==> src/fsp_pkg.sv <==
// constants and types shared by the flash self-programming sequencer
package fsp_pkg;

  // ==========================================================
  // register map, byte offsets on the wishbone slave
  localparam logic [7:0] ADDR_PTR_LO = 8'h00;
  localparam logic [7:0] ADDR_PTR_HI = 8'h04;
  localparam logic [7:0] ADDR_CTRL = 8'h08;
  localparam logic [7:0] ADDR_STAT = 8'h0C;
  localparam logic [7:0] PTR_RST = 8'h00;

  // ==========================================================
  // selfprog_control_reg fields
  localparam int CTL_ARM = 0;
  localparam int CTL_ERASE = 1;
  localparam int CTL_WRITE = 2;
  localparam int CTL_LOCK = 3;
  localparam int CTL_RWWRE = 4;
  localparam int CTL_RWWB = 6;
  localparam logic [4:0] PAT_RWWRE = 5'h11;
  localparam logic [4:0] PAT_LOCK = 5'h09;
  localparam logic [4:0] PAT_WRITE = 5'h05;
  localparam logic [4:0] PAT_ERASE = 5'h03;
  localparam logic [4:0] PAT_FILL = 5'h01;

  // status register fields
  localparam int STAT_BUSY = 0;
  localparam int STAT_RWWB = 1;
  localparam int STAT_EEBUSY = 2;
  localparam int STAT_ARM = 3;

  // ==========================================================
  // flash geometry: word-in-page in pointer bits 5..1, page above
  localparam int PAGE_WORDS = 32;
  localparam int WIDX_W = 5;
  localparam int PAGE_LSB = 6;
  localparam int PAGE_W = 16 - PAGE_LSB;
  localparam logic [WIDX_W-1:0] WIDX_LAST = 5'h1F;
  localparam logic [15:0] NO_READ_WHILE_WRITE_REGION_START = 16'h1800;

  // fuse and lock addresses in the armed lock-access window
  localparam logic [15:0] PTR_FLB = 16'h0000;
  localparam logic [15:0] PTR_LOCK = 16'h0001;
  localparam logic [15:0] PTR_EFB = 16'h0002;
  localparam logic [15:0] PTR_FHB = 16'h0003;

  // ==========================================================
  // timing
  localparam logic [2:0] LPM_WIN = 3'h3;
  localparam logic [2:0] SPM_WIN = 3'h4;
  // worked in ns so the cycle arithmetic stays inside 32 bits
  localparam int CLK_PERIOD_NS = 10;
  localparam int PROG_MIN_NS = 3700000;
  localparam int PROG_MAX_NS = 4500000;
  localparam int PROG_MIN_CYCLES = (PROG_MIN_NS + CLK_PERIOD_NS - 1) / CLK_PERIOD_NS;
  localparam int PROG_MAX_CYCLES = PROG_MAX_NS / CLK_PERIOD_NS;

  typedef enum bit [1:0] {
    ST_IDLE = 2'b00,
    ST_COPY = 2'b01,
    ST_PROG = 2'b10
  } fsp_state_t;

endpackage

==> src/fsp_page_buf.sv <==
// temporary page buffer, one word per page entry, registered read
`timescale 1ns/1ps
module fsp_page_buf
  import fsp_pkg::*;
(
  // clock
  input wire logic clk_i,
  // write side
  input wire logic we_i,
  input wire logic [WIDX_W-1:0] waddr_i,
  input wire logic [15:0] wdata_i,
  // read side
  input wire logic [WIDX_W-1:0] raddr_i,
  output logic [15:0] rdata_o
);

  logic [15:0] mem_r [PAGE_WORDS];

  always_ff @(posedge clk_i) begin
    if (we_i) begin
      mem_r[waddr_i] <= wdata_i;
    end
    rdata_o <= mem_r[raddr_i];
  end

endmodule

==> src/fsp_top.sv <==
// flash self-programming sequencer: pointer, arm windows, timed erase/write
//
// The implementer's own choices: the Wishbone slave port and the placing of the registers.
`timescale 1ns/1ps
module fsp_top
  import fsp_pkg::*;
#(
  parameter int PROG_CYCLES = PROG_MIN_CYCLES
) (
  // clock and reset
  input wire logic clk_i,
  input wire logic rst_i,
  // wishbone slave
  input wire logic wb_cyc_i,
  input wire logic wb_stb_i,
  input wire logic wb_we_i,
  input wire logic [7:0] wb_adr_i,
  input wire logic [3:0] wb_sel_i,
  input wire logic [31:0] wb_dat_i,
  output logic [31:0] wb_dat_o,
  output logic wb_ack_o,
  // cpu store / load program operations
  input wire logic store_op_i,
  input wire logic [15:0] store_data_i,
  input wire logic load_op_i,
  output logic [7:0] load_data_o,
  output logic load_valid_o,
  output logic prog_busy_o,
  // eeprom and fuse storage
  input wire logic eeprom_write_busy_i,
  input wire logic [7:0] fuse_low_prog_i,
  input wire logic [7:0] fuse_high_prog_i,
  input wire logic [7:0] fuse_ext_prog_i,
  input wire logic [7:0] lock_prog_i,
  // flash array
  output logic flash_rd_en_o,
  output logic [14:0] flash_rd_addr_o,
  input wire logic [15:0] flash_rd_data_i,
  output logic flash_erase_o,
  output logic flash_write_o,
  output logic flash_lock_wr_o,
  output logic [7:0] flash_lock_data_o,
  output logic [PAGE_W-1:0] flash_page_o,
  output logic flash_word_we_o,
  output logic [WIDX_W-1:0] flash_word_idx_o,
  output logic [15:0] flash_word_data_o
);

  // ==========================================================
  // state
  fsp_state_t state_r;
  bit [19:0] prog_cnt_r;
  logic [7:0] ptr_lo_r;
  logic [7:0] ptr_hi_r;
  logic arm_r;
  logic erase_r;
  logic write_r;
  logic lock_r;
  logic rwwre_r;
  logic rww_busy_r;
  logic [2:0] win_r;
  logic [WIDX_W-1:0] copy_idx_r;
  logic copy_done_r;
  logic copy_vld_r;
  logic [WIDX_W-1:0] copy_widx_r;
  logic rd_lsb_r;
  logic rd_lsb2_r;
  logic rd_pipe_r;
  logic [15:0] buf_rdata;

  // ==========================================================
  // decode
  logic [15:0] ptr;
  logic idle;
  logic busy;
  logic wb_hit;
  logic wr_lo;
  logic wr_hi;
  logic wr_ctl;
  logic [4:0] ctl_pat;
  logic pat_ok;
  logic ctl_take;
  logic sp_take;
  logic st_erase;
  logic st_write;
  logic st_lock;
  logic st_rwwre;
  logic st_fill;
  logic ld_take;
  logic ld_fuse;
  logic ld_block;
  logic ld_flash;
  logic expire;
  logic [7:0] fuse_byte;
  logic [7:0] ctl_rd;
  logic [7:0] stat_rd;
  logic [31:0] rd_mux;
  logic prog_done;
  logic copy_last;

  assign ptr = {ptr_hi_r, ptr_lo_r};
  assign idle = (state_r == ST_IDLE);
  assign busy = !idle;
  assign wb_hit = wb_cyc_i && wb_stb_i && !wb_ack_o;
  assign wr_lo = wb_hit && wb_we_i && wb_sel_i[0] && (wb_adr_i == ADDR_PTR_LO);
  assign wr_hi = wb_hit && wb_we_i && wb_sel_i[0] && (wb_adr_i == ADDR_PTR_HI);
  assign wr_ctl = wb_hit && wb_we_i && wb_sel_i[0] && (wb_adr_i == ADDR_CTRL);
  assign ctl_pat = wb_dat_i[4:0];
  assign pat_ok = (ctl_pat == PAT_RWWRE) || (ctl_pat == PAT_LOCK) ||
                  (ctl_pat == PAT_WRITE) || (ctl_pat == PAT_ERASE) ||
                  (ctl_pat == PAT_FILL);
  // control writes are dropped while eeprom busy or a flash op runs
  assign ctl_take = wr_ctl && pat_ok && !eeprom_write_busy_i && idle && !rst_i;

  assign sp_take = store_op_i && arm_r && idle && !eeprom_write_busy_i && !rst_i;
  assign st_erase = sp_take && erase_r;
  assign st_write = sp_take && write_r;
  assign st_lock = sp_take && lock_r;
  assign st_rwwre = sp_take && rwwre_r;
  assign st_fill = sp_take && !(erase_r || write_r || lock_r || rwwre_r);

  assign ld_take = load_op_i && !rst_i;
  assign ld_fuse = ld_take && lock_r && arm_r && idle && (win_r < LPM_WIN) &&
                   !eeprom_write_busy_i;
  // read-while-write region is dark until software re-enables it
  assign ld_block = ld_take && !ld_fuse && rww_busy_r && (ptr < NO_READ_WHILE_WRITE_REGION_START);
  assign ld_flash = ld_take && !ld_fuse && !ld_block;
  assign expire = arm_r && idle && !sp_take && !ld_fuse && (win_r == SPM_WIN - 3'h1);

  // stored bits are programmed-high; programmed reads as zero
  assign fuse_byte = (ptr == PTR_FLB) ? ~fuse_low_prog_i :
                     (ptr == PTR_LOCK) ? ~lock_prog_i :
                     (ptr == PTR_EFB) ? ~fuse_ext_prog_i :
                     (ptr == PTR_FHB) ? ~fuse_high_prog_i : 8'hFF;

  assign ctl_rd = {1'b0, rww_busy_r, 1'b0, rwwre_r, lock_r, write_r, erase_r, arm_r};
  assign stat_rd = {4'h0, arm_r, eeprom_write_busy_i, rww_busy_r, busy};
  assign rd_mux = (wb_adr_i == ADDR_PTR_LO) ? {24'h000000, ptr_lo_r} :
                  (wb_adr_i == ADDR_PTR_HI) ? {24'h000000, ptr_hi_r} :
                  (wb_adr_i == ADDR_CTRL) ? {24'h000000, ctl_rd} :
                  (wb_adr_i == ADDR_STAT) ? {24'h000000, stat_rd} : 32'h00000000;

  assign prog_done = (state_r == ST_PROG) && (prog_cnt_r == 20'h00000);
  assign copy_last = flash_word_we_o && (flash_word_idx_o == WIDX_LAST);

  // ==========================================================
  // wishbone slave, one wait state, unmapped reads give zero
  always_ff @(posedge clk_i) begin
    if (rst_i) begin
      wb_ack_o <= 1'b0;
      wb_dat_o <= 32'h00000000;
    end else begin
      wb_ack_o <= wb_hit;
      wb_dat_o <= wb_hit ? rd_mux : 32'h00000000;
    end
  end

  always_ff @(posedge clk_i) begin
    if (rst_i) begin
      ptr_lo_r <= PTR_RST;
      ptr_hi_r <= PTR_RST;
    end else begin
      if (wr_lo) begin
        ptr_lo_r <= wb_dat_i[7:0];
      end
      if (wr_hi) begin
        ptr_hi_r <= wb_dat_i[7:0];
      end
    end
  end

  // ==========================================================
  // arm bits and window timer
  // a running erase/write keeps its bits across reset so it can finish
  always_ff @(posedge clk_i) begin
    if (rst_i && idle) begin
      {arm_r, erase_r, write_r, lock_r, rwwre_r} <= 5'h00;
      win_r <= 3'h0;
    end else if (ctl_take) begin
      arm_r <= ctl_pat[CTL_ARM];
      erase_r <= ctl_pat[CTL_ERASE];
      write_r <= ctl_pat[CTL_WRITE];
      lock_r <= ctl_pat[CTL_LOCK];
      rwwre_r <= ctl_pat[CTL_RWWRE];
      win_r <= 3'h0;
    end else if (prog_done) begin
      {arm_r, erase_r, write_r, lock_r, rwwre_r} <= 5'h00;
    end else if (idle && arm_r) begin
      if (st_erase || st_write || st_lock) begin
        win_r <= 3'h0;
      end else if (sp_take || ld_fuse || expire) begin
        {arm_r, erase_r, write_r, lock_r, rwwre_r} <= 5'h00;
      end else begin
        win_r <= win_r + 3'h1;
      end
    end
  end

  always_ff @(posedge clk_i) begin
    if (rst_i && idle) begin
      rww_busy_r <= 1'b0;
    end else if (st_erase || st_write) begin
      rww_busy_r <= 1'b1;
    end else if (st_rwwre) begin
      rww_busy_r <= 1'b0;
    end
  end

  // ==========================================================
  // sequencer: copy buffer to flash, then hold the timed write
  always_ff @(posedge clk_i) begin
    flash_erase_o <= 1'b0;
    flash_write_o <= 1'b0;
    flash_lock_wr_o <= 1'b0;
    if (rst_i && idle) begin
      state_r <= ST_IDLE;
      prog_cnt_r <= 20'h00000;
      flash_page_o <= '0;
      flash_lock_data_o <= 8'h00;
    end else begin
      case (state_r)
        ST_IDLE: begin
          if (st_erase || st_write) begin
            flash_page_o <= ptr[15:PAGE_LSB];
          end
          if (st_erase || st_lock) begin
            state_r <= ST_PROG;
            prog_cnt_r <= 20'(PROG_CYCLES - 1);
            flash_erase_o <= st_erase;
            flash_lock_wr_o <= st_lock;
            flash_lock_data_o <= store_data_i[7:0];
          end else if (st_write) begin
            state_r <= ST_COPY;
          end
        end
        ST_COPY: begin
          if (copy_last) begin
            state_r <= ST_PROG;
            prog_cnt_r <= 20'(PROG_CYCLES - 1);
            flash_write_o <= 1'b1;
          end
        end
        ST_PROG: begin
          if (prog_done) begin
            state_r <= ST_IDLE;
          end else begin
            prog_cnt_r <= prog_cnt_r - 20'h00001;
          end
        end
        default: begin
          state_r <= ST_IDLE;
        end
      endcase
    end
  end

  always_ff @(posedge clk_i) begin
    if (state_r != ST_COPY) begin
      copy_idx_r <= '0;
      copy_done_r <= 1'b0;
      copy_vld_r <= 1'b0;
      copy_widx_r <= '0;
    end else begin
      copy_vld_r <= !copy_done_r;
      copy_widx_r <= copy_idx_r;
      copy_idx_r <= copy_idx_r + WIDX_W'(1);
      copy_done_r <= copy_done_r || (copy_idx_r == WIDX_LAST);
    end
  end

  always_ff @(posedge clk_i) begin
    if (rst_i && idle) begin
      flash_word_we_o <= 1'b0;
      flash_word_idx_o <= '0;
      flash_word_data_o <= 16'h0000;
    end else begin
      flash_word_we_o <= copy_vld_r;
      flash_word_idx_o <= copy_widx_r;
      flash_word_data_o <= buf_rdata;
    end
  end

  // pointer bit 0 is dropped when filling the buffer
  fsp_page_buf u_buf (
    .clk_i(clk_i),
    .we_i(st_fill),
    .waddr_i(ptr[PAGE_LSB-1:1]),
    .wdata_i(store_data_i),
    .raddr_i(copy_idx_r),
    .rdata_o(buf_rdata)
  );

  // ==========================================================
  // load path: fuse/lock answer next cycle, flash answer after array latency
  always_ff @(posedge clk_i) begin
    if (rst_i) begin
      flash_rd_en_o <= 1'b0;
      flash_rd_addr_o <= 15'h0000;
      rd_lsb_r <= 1'b0;
      rd_lsb2_r <= 1'b0;
      rd_pipe_r <= 1'b0;
      load_data_o <= 8'h00;
      load_valid_o <= 1'b0;
    end else begin
      flash_rd_en_o <= ld_flash;
      if (ld_flash) begin
        flash_rd_addr_o <= ptr[15:1];
        rd_lsb_r <= ptr[0];
      end
      rd_pipe_r <= flash_rd_en_o;
      rd_lsb2_r <= rd_lsb_r;
      load_valid_o <= ld_fuse || ld_block || rd_pipe_r;
      if (ld_fuse) begin
        load_data_o <= fuse_byte;
      end else if (ld_block) begin
        load_data_o <= 8'hFF;
      end else if (rd_pipe_r) begin
        load_data_o <= rd_lsb2_r ? flash_rd_data_i[15:8] : flash_rd_data_i[7:0];
      end
    end
  end

  always_ff @(posedge clk_i) begin
    if (rst_i && idle) begin
      prog_busy_o <= 1'b0;
    end else begin
      prog_busy_o <= st_erase || st_write || st_lock || (busy && !prog_done);
    end
  end

endmodule

==> config.mk <==
export PLATFORM = sky130hd
export DESIGN_NAME = fsp_top
export DESIGN_NICKNAME = d
export VERILOG_FILES = /design/src/fsp_pkg.sv /design/src/fsp_page_buf.sv /design/src/fsp_top.sv
export SDC_FILE = /design/constraint.sdc
export NUM_CORES = 1
export LEC_CHECK = 0
export BUFFER_PORTS_ARGS = -buffer_cell sky130_fd_sc_hd__buf_2
export CORE_UTILIZATION = 40
export CTS_CLUSTER_DIAMETER = 80
export DETAILED_ROUTE_END_ITERATION = 10
export SETUP_SLACK_MARGIN = 0.5
export SYNTH_ARGS = -nofsm -noshare
export SYNTH_HDL_FRONTEND = slang
export SYNTH_SLANG_ARGS = --single-unit
==> constraint.sdc <==
create_clock -name clk_i -period 2.6 [get_ports clk_i]
set_clock_uncertainty 0.2 [all_clocks]
set_input_delay 0.39 -clock clk_i [delete_from_list [all_inputs] [get_ports clk_i]]
set_output_delay 0.39 -clock clk_i [all_outputs]
set_load 0.005 [all_outputs]
======== Word-level counts from Yosys, hierarchy flattened ========
Memories as Yosys holds them, arrays and structs flattened. A register that Yosys moved wholly into a read port is not among the register bits.
Cells that the tools add are included.
Widths: inputs -> output; s select.
word-level totals
  flip-flop bits (word level) ............. 164
  bits in latches ......................... 0
  RAM bits ................................ 512
  ROM bits ................................ 0
  input bits .............................. 116
  output and inout bits ................... 102
  word-level logic and storage cells ...... 194
  memories ................................ 1
memories
  name         depth  width  rd ports  clocked after Yosys merged registers in  wr ports  RTL line            text
  u_buf.mem_r  32     16     1         1                                        1         fsp_page_buf.sv:17  logic [15:0] mem_r [PAGE_WORDS];
cells by class
  add/subtract/negate cells ............... 3
  $mul .................................... 0
  divide/modulo/power cells ............... 0
  magnitude comparators ................... 2
  equality and inequality tests ........... 24
  shift operators ......................... 0
  multiplexer cells ....................... 37
  bitwise operators ....................... 9
  reduce and logical (&&, ||, !) cells .... 84
operators with widths
  operator               count
  $mux 8                 10
  $mux 20                3
  $pmux 20 s3            1
  $logic_and 1x1->1      38
  $eq 16x2->1 const B    2
  $not 8->8              4
  $logic_not 20->1       1
  $sub 20x1->20 const B  1
  $eq 16x1->1 const B    1
  $eq 8x4->1 const B     2
  $logic_not 16->1       1
  $logic_or 1x1->1       16
  $lt 16x13->1 const B   1
  $eq 5x5->1 const B     3
  $mux 1                 14
  $reduce_bool 3->1      4
  $logic_not 1->1        10
  $reduce_and 3->1       3
  $eq 8x3->1 const B     1
  $logic_not 8->1        1
  $mux 2                 4
  $ne 2x2->1 const B     4
  $mux 7                 1
  $mux 3                 2
  23 further kinds       31

======== Logic depth before layout (Yosys ltp) ========
Gate-level depths: netlist of run 1.
  word-level depth ........................ 16
  gate-level depth with buffers ........... 9
  depth with buffers taken out ............ 7

======== Hierarchy ========
From an unflattened synthesis of run 1, not the netlist that was laid out.
unflattened totals
  cell total of the unflattened synthesis .. 1,777
  area total of the unflattened synthesis .. 26,530.4 um^2
by module, submodules not included
  module        instances  cells each  area an instance (um^2)
  fsp_page_buf  1          1,143       20,534.7
  fsp_top       1          634         5,995.8

======== Least setup slack after synthesis of run 1 ========
No wires, ideal clock.
  path kind ............................... register -> register
  from .................................... register state_r[1]
  to ...................................... memory u_buf.mem_r[27][0], enable pin
  setup time .............................. 0.388 ns
  arrival time ............................ 2.293 ns
  required time ........................... 2.012 ns
  slack ................................... -0.281 ns
  cell stages (with the launch flop) ...... 7
  buffers on the path ..................... 1
  path through ............................ dfxtp_1 > clkbuf_1 > nor4_2 > nand3_1 > nor3_1 > nand3_1 > nor2_1
on the way
  word-level cells in the longest chain between the ends .. 7
ends and longest elaborated chain
  what                            RTL line            text
  start, declared                 fsp_top.sv:51       fsp_state_t state_r;
  start signal, assigned          fsp_top.sv:216      state_r <= ST_IDLE;
  start signal, assigned          fsp_top.sv:227      state_r <= ST_PROG;
  start signal, assigned          fsp_top.sv:233      state_r <= ST_COPY;
  $logic_not 2->1                 fsp_top.sv:102      assign idle = (state_r == ST_IDLE);
  $logic_and 1x1->1 (3 in a row)  fsp_top.sv:115      assign sp_take = store_op_i && arm_r && idle && !eeprom_write_busy_i && !rst_i;
  $logic_and 1x1->1               fsp_top.sv:120      assign st_fill = sp_take && !(erase_r || write_r || lock_r || rwwre_r);
  $mux 1                          fsp_page_buf.sv:20  if (we_i) begin
  $mux 1 (not written as such)    fsp_page_buf.sv:21  mem_r[waddr_i] <= wdata_i;
  end, declared                   fsp_page_buf.sv:17
No other way between the ends.

==> impl_metrics.csv, run 1 <==
group,metric,value,unit
floorplan,die_height,257,µm
cts,cts_made_buffers,70,
timing,timing.final.crit_share,86.8,%
routing,detail_route.wl_per_cell,23.4,µm
critical_path,path_class,"reg -> reg",
placement,globalplace.congestion,0.830,
floorplan,ios,218,
logic_synthesis,syn_area_per_cell,17.1,µm²
logic_synthesis,syn-cell-area,26000,µm²
logic_synthesis,yosys_register_bits,668,
critical_path,reg2reg_slack,0.34,ns
finish,nNetsFinal,2014,
power,power.static_leakage,11.9,nW
finish,post_route_cells_drive_above_1_share,38.8,%
timing,worst_slew_margin_rel,40.3,%
routing,final_antenna_net_count,0,
global_routing,grt_usage,19.8,%
finish,antenna_diode_count,0,
cts,max-clock-path-buffers,3,
global_routing,grt_first_pass_wirelength,96500,µm
global_routing,grt_remaining_overflow,0,
cts,cts_tree,"done",
cts,clock_insertion_delay_worst_skew,0.61,ns
routing,route.layer.met1.wl,27100,µm
cts,clkSlewWorstSetupHoldPaths,0.06,ns
logic_synthesis,synth_edf_count,512,
logic_synthesis,synth.top_cell.area_share,59.0,%
routing,totalWireLength,65600,µm
finish,fin_util,52.3,%
placement,placed_area,29200,µm²
global_routing,antenna_found_initial,0,
floorplan,initial_core_util,40.5,%
logic_synthesis,post_synth_most_frequent_cells,"sky130_fd_sc_hd__edfxtp_1, sky130_fd_sc_hd__dfxtp_1, sky130_fd_sc_hd__mux4_2",
placement,place.port_buffers,166,
critical_path,worst_setup_start_kind,"register",
timing,holdWs,0.0435,ns
outcome,run_status,"complete, no violations",
logic_synthesis,synth.lib_cells_used.distinct,58,
timing,tightestPinTransition,0.892,ns
power,power.ir.vdd_worst,465,µV
timing,totalNegativeSetupSlack,0,ns
critical_path,cp_data_arrival_time,2.50,ns
critical_path,end_kind,"register",
hold_path,worstHoldPathType,"in -> reg",
placement,place_worst_setup_slack,0.0248,ns
critical_path,timing.critical_path.required,2.84,ns
logic_synthesis,synth.largest_area_cell,"sky130_fd_sc_hd__edfxtp_1",
cts,ctsHtreeMaxLevel,3,
routing,drt_first_iter_violations,1328,
power,cellPowerDensity,634,nW/µm²
finish,flow.area_growth_from_synthesis,29.3,%
routing,detailroute.wirelength.met3,2840,µm
logic_synthesis,top_cells_by_area_synth,"sky130_fd_sc_hd__edfxtp_1, sky130_fd_sc_hd__dfxtp_1, sky130_fd_sc_hd__mux4_2, sky130_fd_sc_hd__mux2i_1, sky130_fd_sc_hd__nor2_1",
global_routing,largest_net_degree_at_the_start_of_global_routing,45,
timing,fin_hold_viols,0,
logic_synthesis,synth_seq_area_share,71.0,%
finish,layoutNonFillerInstCount,2801,
placement,detailed_placer_s_ending_hpwl,39600,µm
logic_synthesis,ys_async_sr_fraction,0,%
floorplan,num_rows,93,
logic_synthesis,synthMostInstantiatedCell,"sky130_fd_sc_hd__edfxtp_1",
timing,report.final.slew_viol_count,0,
logic_synthesis,postSynthCellCount,1524,
timing,setup-violations-final,0,
floorplan,coreArea,64300,µm²
finish,fin_area,33700,µm²
timing,fmaxAchievable,0.443,GHz
routing,top_layer_reached_by_signal_wires,"met4",
timing,setup_ws,0.343,ns
floorplan,die_ar,66100,µm²
global_routing,first_global_vias,15405,
routing,routed_via_density,5.35,
timing,setup_repair_after_global_routing_missed_its_margin,"yes",
routing,detailed_route_drc_error_count,0,
cts,clock-root-buffer,"sky130_fd_sc_hd__clkbuf_16",
cts,clkSinkCount,668,
placement,place.detailed.instances,2573,
run,max_cap_violations,0,
power,totalPowerFinal,21.4,mW
logic_synthesis,synth-main-ff-cell,"sky130_fd_sc_hd__edfxtp_1",
logic_synthesis,synthesis.yosys.warnings,0,
routing,routed-wl-met2,34000,µm
critical_path,crit_path_max_fanout,8,
timing,final.min_clock_period,2.26,ns
floorplan,die-width,257,µm
routing,vias_post_dr,14981,
routing,drt-pass1-iter-count,7,
[final timing paths]
kind	start	endpoint	cells past startpoint
hold / removal	fuse_ext_prog_i[2]	load_data_o[2]	4
setup reg to reg	copy_idx_r[0]	u_buf.rdata_o[1]	7
hold reg to reg	copy_done_r	copy_vld_r	1
setup / recovery	copy_idx_r[0]	u_buf.rdata_o[1]	7
[critical path: stages, from the launching register on]
cell and delay [ns]:
sky130_fd_sc_hd__dfxtp_4 0.37, sky130_fd_sc_hd__buf_12 0.15, sky130_fd_sc_hd__buf_12 0.12, sky130_fd_sc_hd__buf_16 0.13, sky130_fd_sc_hd__mux4_2 0.51, sky130_fd_sc_hd__mux2i_1 0.23
sky130_fd_sc_hd__a22o_1 0.30, sky130_fd_sc_hd__a221oi_2 0.08
[layout by cell type (no fill, tap or decap), types with 12 or more instances in the layout]
cell	instances
sky130_fd_sc_hd__a21oi_1	19
sky130_fd_sc_hd__a221oi_2	16
sky130_fd_sc_hd__and2_1	35
sky130_fd_sc_hd__buf_12	55
sky130_fd_sc_hd__buf_16	15
sky130_fd_sc_hd__buf_2	166
sky130_fd_sc_hd__buf_4	93
sky130_fd_sc_hd__buf_6	17
sky130_fd_sc_hd__clkbuf_1	20
sky130_fd_sc_hd__clkbuf_16	78
sky130_fd_sc_hd__clkinv_2	15
sky130_fd_sc_hd__conb_1	24
sky130_fd_sc_hd__dfxtp_1	139
sky130_fd_sc_hd__dlygate4sd3_1	23
sky130_fd_sc_hd__edfxtp_1	512
sky130_fd_sc_hd__inv_1	24
sky130_fd_sc_hd__mux2i_1	86
sky130_fd_sc_hd__mux2i_2	13
sky130_fd_sc_hd__mux2i_4	12
sky130_fd_sc_hd__mux4_2	132
sky130_fd_sc_hd__nand2_1	48
sky130_fd_sc_hd__nand2b_1	18
sky130_fd_sc_hd__nand3_1	13
sky130_fd_sc_hd__nand3b_1	15
sky130_fd_sc_hd__nor2_1	53
sky130_fd_sc_hd__nor2_4	35
sky130_fd_sc_hd__nor2b_1	14
sky130_fd_sc_hd__o21ai_0	32
[where the power goes]
part / switching (mW) / internal, mW
Clock: 4.05 / 5.48
Combinational: 0.235 / 0.108
Sequential: 0.00605 / 11.5
Total: 4.29 / 17.1
[area by class of cell]
type	instances	area, µm²
Clock buffer	98	1990
Clock inverter	28	190
Fill cell	5104	30700
Inverter	25	93.8
Multi-Input combinational cell	751	8190
Sequential cell	668	18500
Tap cell	855	1070
Timing Repair Buffer	376	3600
[cell families (layout without fill, tap and decap cells)]
group,count (synthesis),in the layout,share of synthesized area (%)
compound gates,150,150,4.12
xor+xnor,2,2,0.0673
fa+ha+maj,6,6,0.288
buf+inv,129,527,2.35
flops,668,668,71.0
mux,243,243,15.7
other cells,1,24,0.0144
simple gates,325,326,6.47
[layer usage]
layer  global-route usage (%)  up-vias
met3                     2.91      112
li1                         -     6729
met4                     7.23        0
met2                     34.3      420
met5                        0        -
met1                     25.1     7720
[flip-flops by register name, indices dropped and copies added, names as in the netlist, 2 cells and up]
name and cells:
u_buf.mem_r 512, prog_cnt_r 20, flash_word_data_o 16, u_buf.rdata_o 16, flash_rd_addr_o 15, flash_page_o 10, flash_lock_data_o 8, load_data_o 8
ptr_hi_r 8, ptr_lo_r 8, wb_dat_o 8, copy_idx_r 5, copy_widx_r 5, flash_word_idx_o 5, win_r 3, state_r 2
[repair_timing]
| action | in CTS | in global routing |
|---|---|---|
| setup endpoints to repair | 563 | 606 |
| resized for setup | 137 | 88 |
| pin swaps | 42 | 44 |
| endpoints found under the hold margin | 30 | 0 |
| gates cloned | 14 | 5 |
| buffers inserted | 40 | 20 |
| hold buffers | 23 | 0 |
Note: power is estimated with default switching activity, not from simulation.
==> run 2, diff against run 1 <==
--- a/config.mk
+++ b/config.mk
@@ -6,9 +6,10 @@
 export NUM_CORES = 1
 export LEC_CHECK = 0
 export BUFFER_PORTS_ARGS = -buffer_cell sky130_fd_sc_hd__buf_2
-export CORE_UTILIZATION = 40
+export CORE_UTILIZATION = 54
 export CTS_CLUSTER_DIAMETER = 80
 export DETAILED_ROUTE_END_ITERATION = 10
+export PLACE_DENSITY = 0.76
 export SETUP_SLACK_MARGIN = 0.5
 export SYNTH_ARGS = -nofsm -noshare
 export SYNTH_HDL_FRONTEND = slang
==> impl_metrics.csv, run 2 (same netlist as run 1, synthesis figures left out) <==
group,metric,value,unit
routing,detail_route.wl_per_cell,27.7,µm
power,totalPowerFinal,21.3,mW
finish,area_of_all_sequential_standard_cells,18500,µm²
cts,clkSinkCount,668,
floorplan,ios,218,
timing,report.final.slew_viol_count,0,
routing,detailroute.wirelength.met3,5510,µm
floorplan,die_height,222,µm
outcome,run_status,"finished with violations",
finish,number_of_fill_cells_in_the_layout,2778,
routing,top_layer_reached_by_signal_wires,"met4",
routing,totalWireLength,70100,µm
power,pwr-share-seq,53.8,%
critical_path,path_class,"reg -> reg",
global_routing,first_global_vias,15764,
cts,ctsHtreeMaxLevel,3,
hold_path,hold-path-cell-count,3,
power,power.clock.fraction,44.6,%
floorplan,initial_core_util,54.7,%
critical_path,crit_path_max_fanout,8,
global_routing,grt_first_pass_wirelength,100000,µm
timing,worst_slew_margin_rel,26.2,%
cts,cts_tree,"done",
critical_path,end_kind,"register",
routing,drt_first_iter_violations,1749,
critical_path,worst_setup_start_kind,"register",
power,power.ir.vdd_worst,501,µV
global_routing,largest_net_degree_at_the_start_of_global_routing,44,
timing,fin_hold_viols,0,
critical_path,timing.critical_path.from,"copy_idx_r[0]",
global_routing,grt_remaining_overflow,0,
critical_path,setup.worst_path.end,"u_buf.rdata_o[13]",
finish,area_of_the_multi_input_gates,8080,µm²
critical_path,r2r_cells,9,
routing,drt-pass1-iter-count,9,
critical_path,worst_r2r_startpoint,"copy_idx_r[0]",
routing,detailed_route_drc_error_count,1,
global_routing,antenna_found_initial,0,
cts,max-clock-path-buffers,3,
timing,setup_repair_after_global_routing_missed_its_margin,"yes",
floorplan,die-width,222,µm
routing,final_antenna_net_count,0,
floorplan,num_rows,80,
routing,routed_via_density,6.25,
floorplan,die_ar,49100,µm²
finish,nNetsFinal,1987,
finish,reg.largest.list,"u_buf.mem_r: 512 flops, prog_cnt_r: 20 flops",
critical_path,reg2reg_slack,0.24,ns
timing,fmaxAchievable,0.423,GHz
power,internal-power,17.1,mW
hold_path,worstHoldPathType,"in -> reg",
cts,clock-root-buffer,"sky130_fd_sc_hd__clkbuf_16",
cts,clock_insertion_delay_worst_skew,0.59,ns
finish,layout_commonest_cell,"sky130_fd_sc_hd__edfxtp_1",
routing,route.layer.met1.wl,25100,µm
cts,clkSlewWorstSetupHoldPaths,0.06,ns
outcome,violated_checks,"DRC",
cts,cts_made_buffers,67,
placement,place.port_buffers,166,
floorplan,coreArea,47600,µm²
routing,vias_post_dr,15807,
finish,mostFrequentLayoutCells,"sky130_fd_sc_hd__edfxtp_1, sky130_fd_sc_hd__buf_2, sky130_fd_sc_hd__dfxtp_1",
finish,flip_flop_count_of_the_largest_register_all_copies_and_words_added,512,
power,cellPowerDensity,643,nW/µm²
placement,globalplace.congestion,0.907,
timing,setup-violations-final,0,
timing,tightestPinTransition,1.11,ns
power,power.switching_fraction,19.7,%
run,max_cap_violations,0,
power,power.static_leakage,11.7,nW
timing,final.min_clock_period,2.36,ns
timing,totalNegativeSetupSlack,0,ns
power,power.net_switching,4.19,mW
power,gate_power_share,1.6,%
timing,timing.final.crit_share,90.9,%
finish,antenna_diode_count,0,
critical_path,worstReg2RegEnd,"u_buf.rdata_o[13]",
placement,detailed_placer_s_ending_hpwl,36400,µm
critical_path,timing.critical_path.required,2.82,ns
finish,regMostFlops,"u_buf.mem_r",
routing,routed-wl-met2,37000,µm
finish,flow.area_growth_from_synthesis,27.2,%
finish,post_route_cells_drive_above_1_share,37.7,%
global_routing,grt_usage,28.0,%
critical_path,cp_data_arrival_time,2.58,ns
## run 2: layer usage
layer  vias up  global-route usage [%]
li1       6674                       -
met1      8033                    34.5
met2       935                    49.2
met3       165                    4.64
met4         0                    11.2
met5         -                       0
## run 2: power by group through the flow
stage               Combinational [mW]  Clock (mW)  Sequential, mW
floorplan                       0.0919           0            11.7
global placement                 0.277           0            11.7
detailed placement               0.293           0            11.7
CTS                              0.321        9.54            11.5
global route                     0.356        9.99            11.5
finish                           0.337        9.50            11.5
## run 2: area by class of cell
| cell class | instances | share of cell area [%] |
|---|---|---|
| clock buffer | 93 | 5.79 |
| clock inverter | 25 | 0.687 |
| inverter | 25 | 0.283 |
| multi-input combinational | 751 | 24.4 |
| sequential | 668 | 56.0 |
| tap | 615 | 2.32 |
| timing repair buffer | 352 | 10.6 |
## run 2: how the worst min path moves through the flow
stage,slack (ns),to,from
final,0.04,load_data_o[3],fuse_high_prog_i[3]
after global routing,0.04,load_data_o[3],fuse_high_prog_i[3]
after CTS,0.01,wb_dat_o[7],wb_adr_i[3]
after detailed placement,0.21,flash_word_data_o[10],u_buf.rdata_o[10]
after global placement,0.20,copy_vld_r,copy_done_r
after floorplan,0.19,copy_vld_r,copy_done_r
## run 2: critical path: stages (launching register included)
cell and delay, ns:
sky130_fd_sc_hd__dfxtp_4 0.37, sky130_fd_sc_hd__buf_12 0.15, sky130_fd_sc_hd__buf_12 0.12, sky130_fd_sc_hd__buf_16 0.14, sky130_fd_sc_hd__buf_12 0.12, sky130_fd_sc_hd__buf_16 0.12
sky130_fd_sc_hd__buf_4 0.11, sky130_fd_sc_hd__mux4_2 0.53, sky130_fd_sc_hd__mux2i_2 0.24, sky130_fd_sc_hd__a221oi_2 0.10
## run 2: repair_timing
item | CTS | global route
setup buffers | 42 | 10
endpoints found under the hold margin | 28 | 0
endpoints found under the setup margin | 564 | 532
hold buffers | 21 | 0
gates cloned | 21 | 3
resized for setup | 142 | 62
pin swaps | 49 | 45
## run 2: metrics by stage
stage	worst slack, ns	utilization [%]	hold slack [ns]	std cells	area, µm²
6_report	0.236	69.5	0.0358	2529	33100
2_1_floorplan	0.224	-	0.193	1547	26500
3_5_place_dp	0.0270	60.3	0.210	2314	28700
4_1_cts	0.307	68.6	0.0101	2516	32700
3_3_place_gp	0.0779	60.3	0.201	2314	28700
5_1_grt	0.206	69.5	0.0360	2529	33100
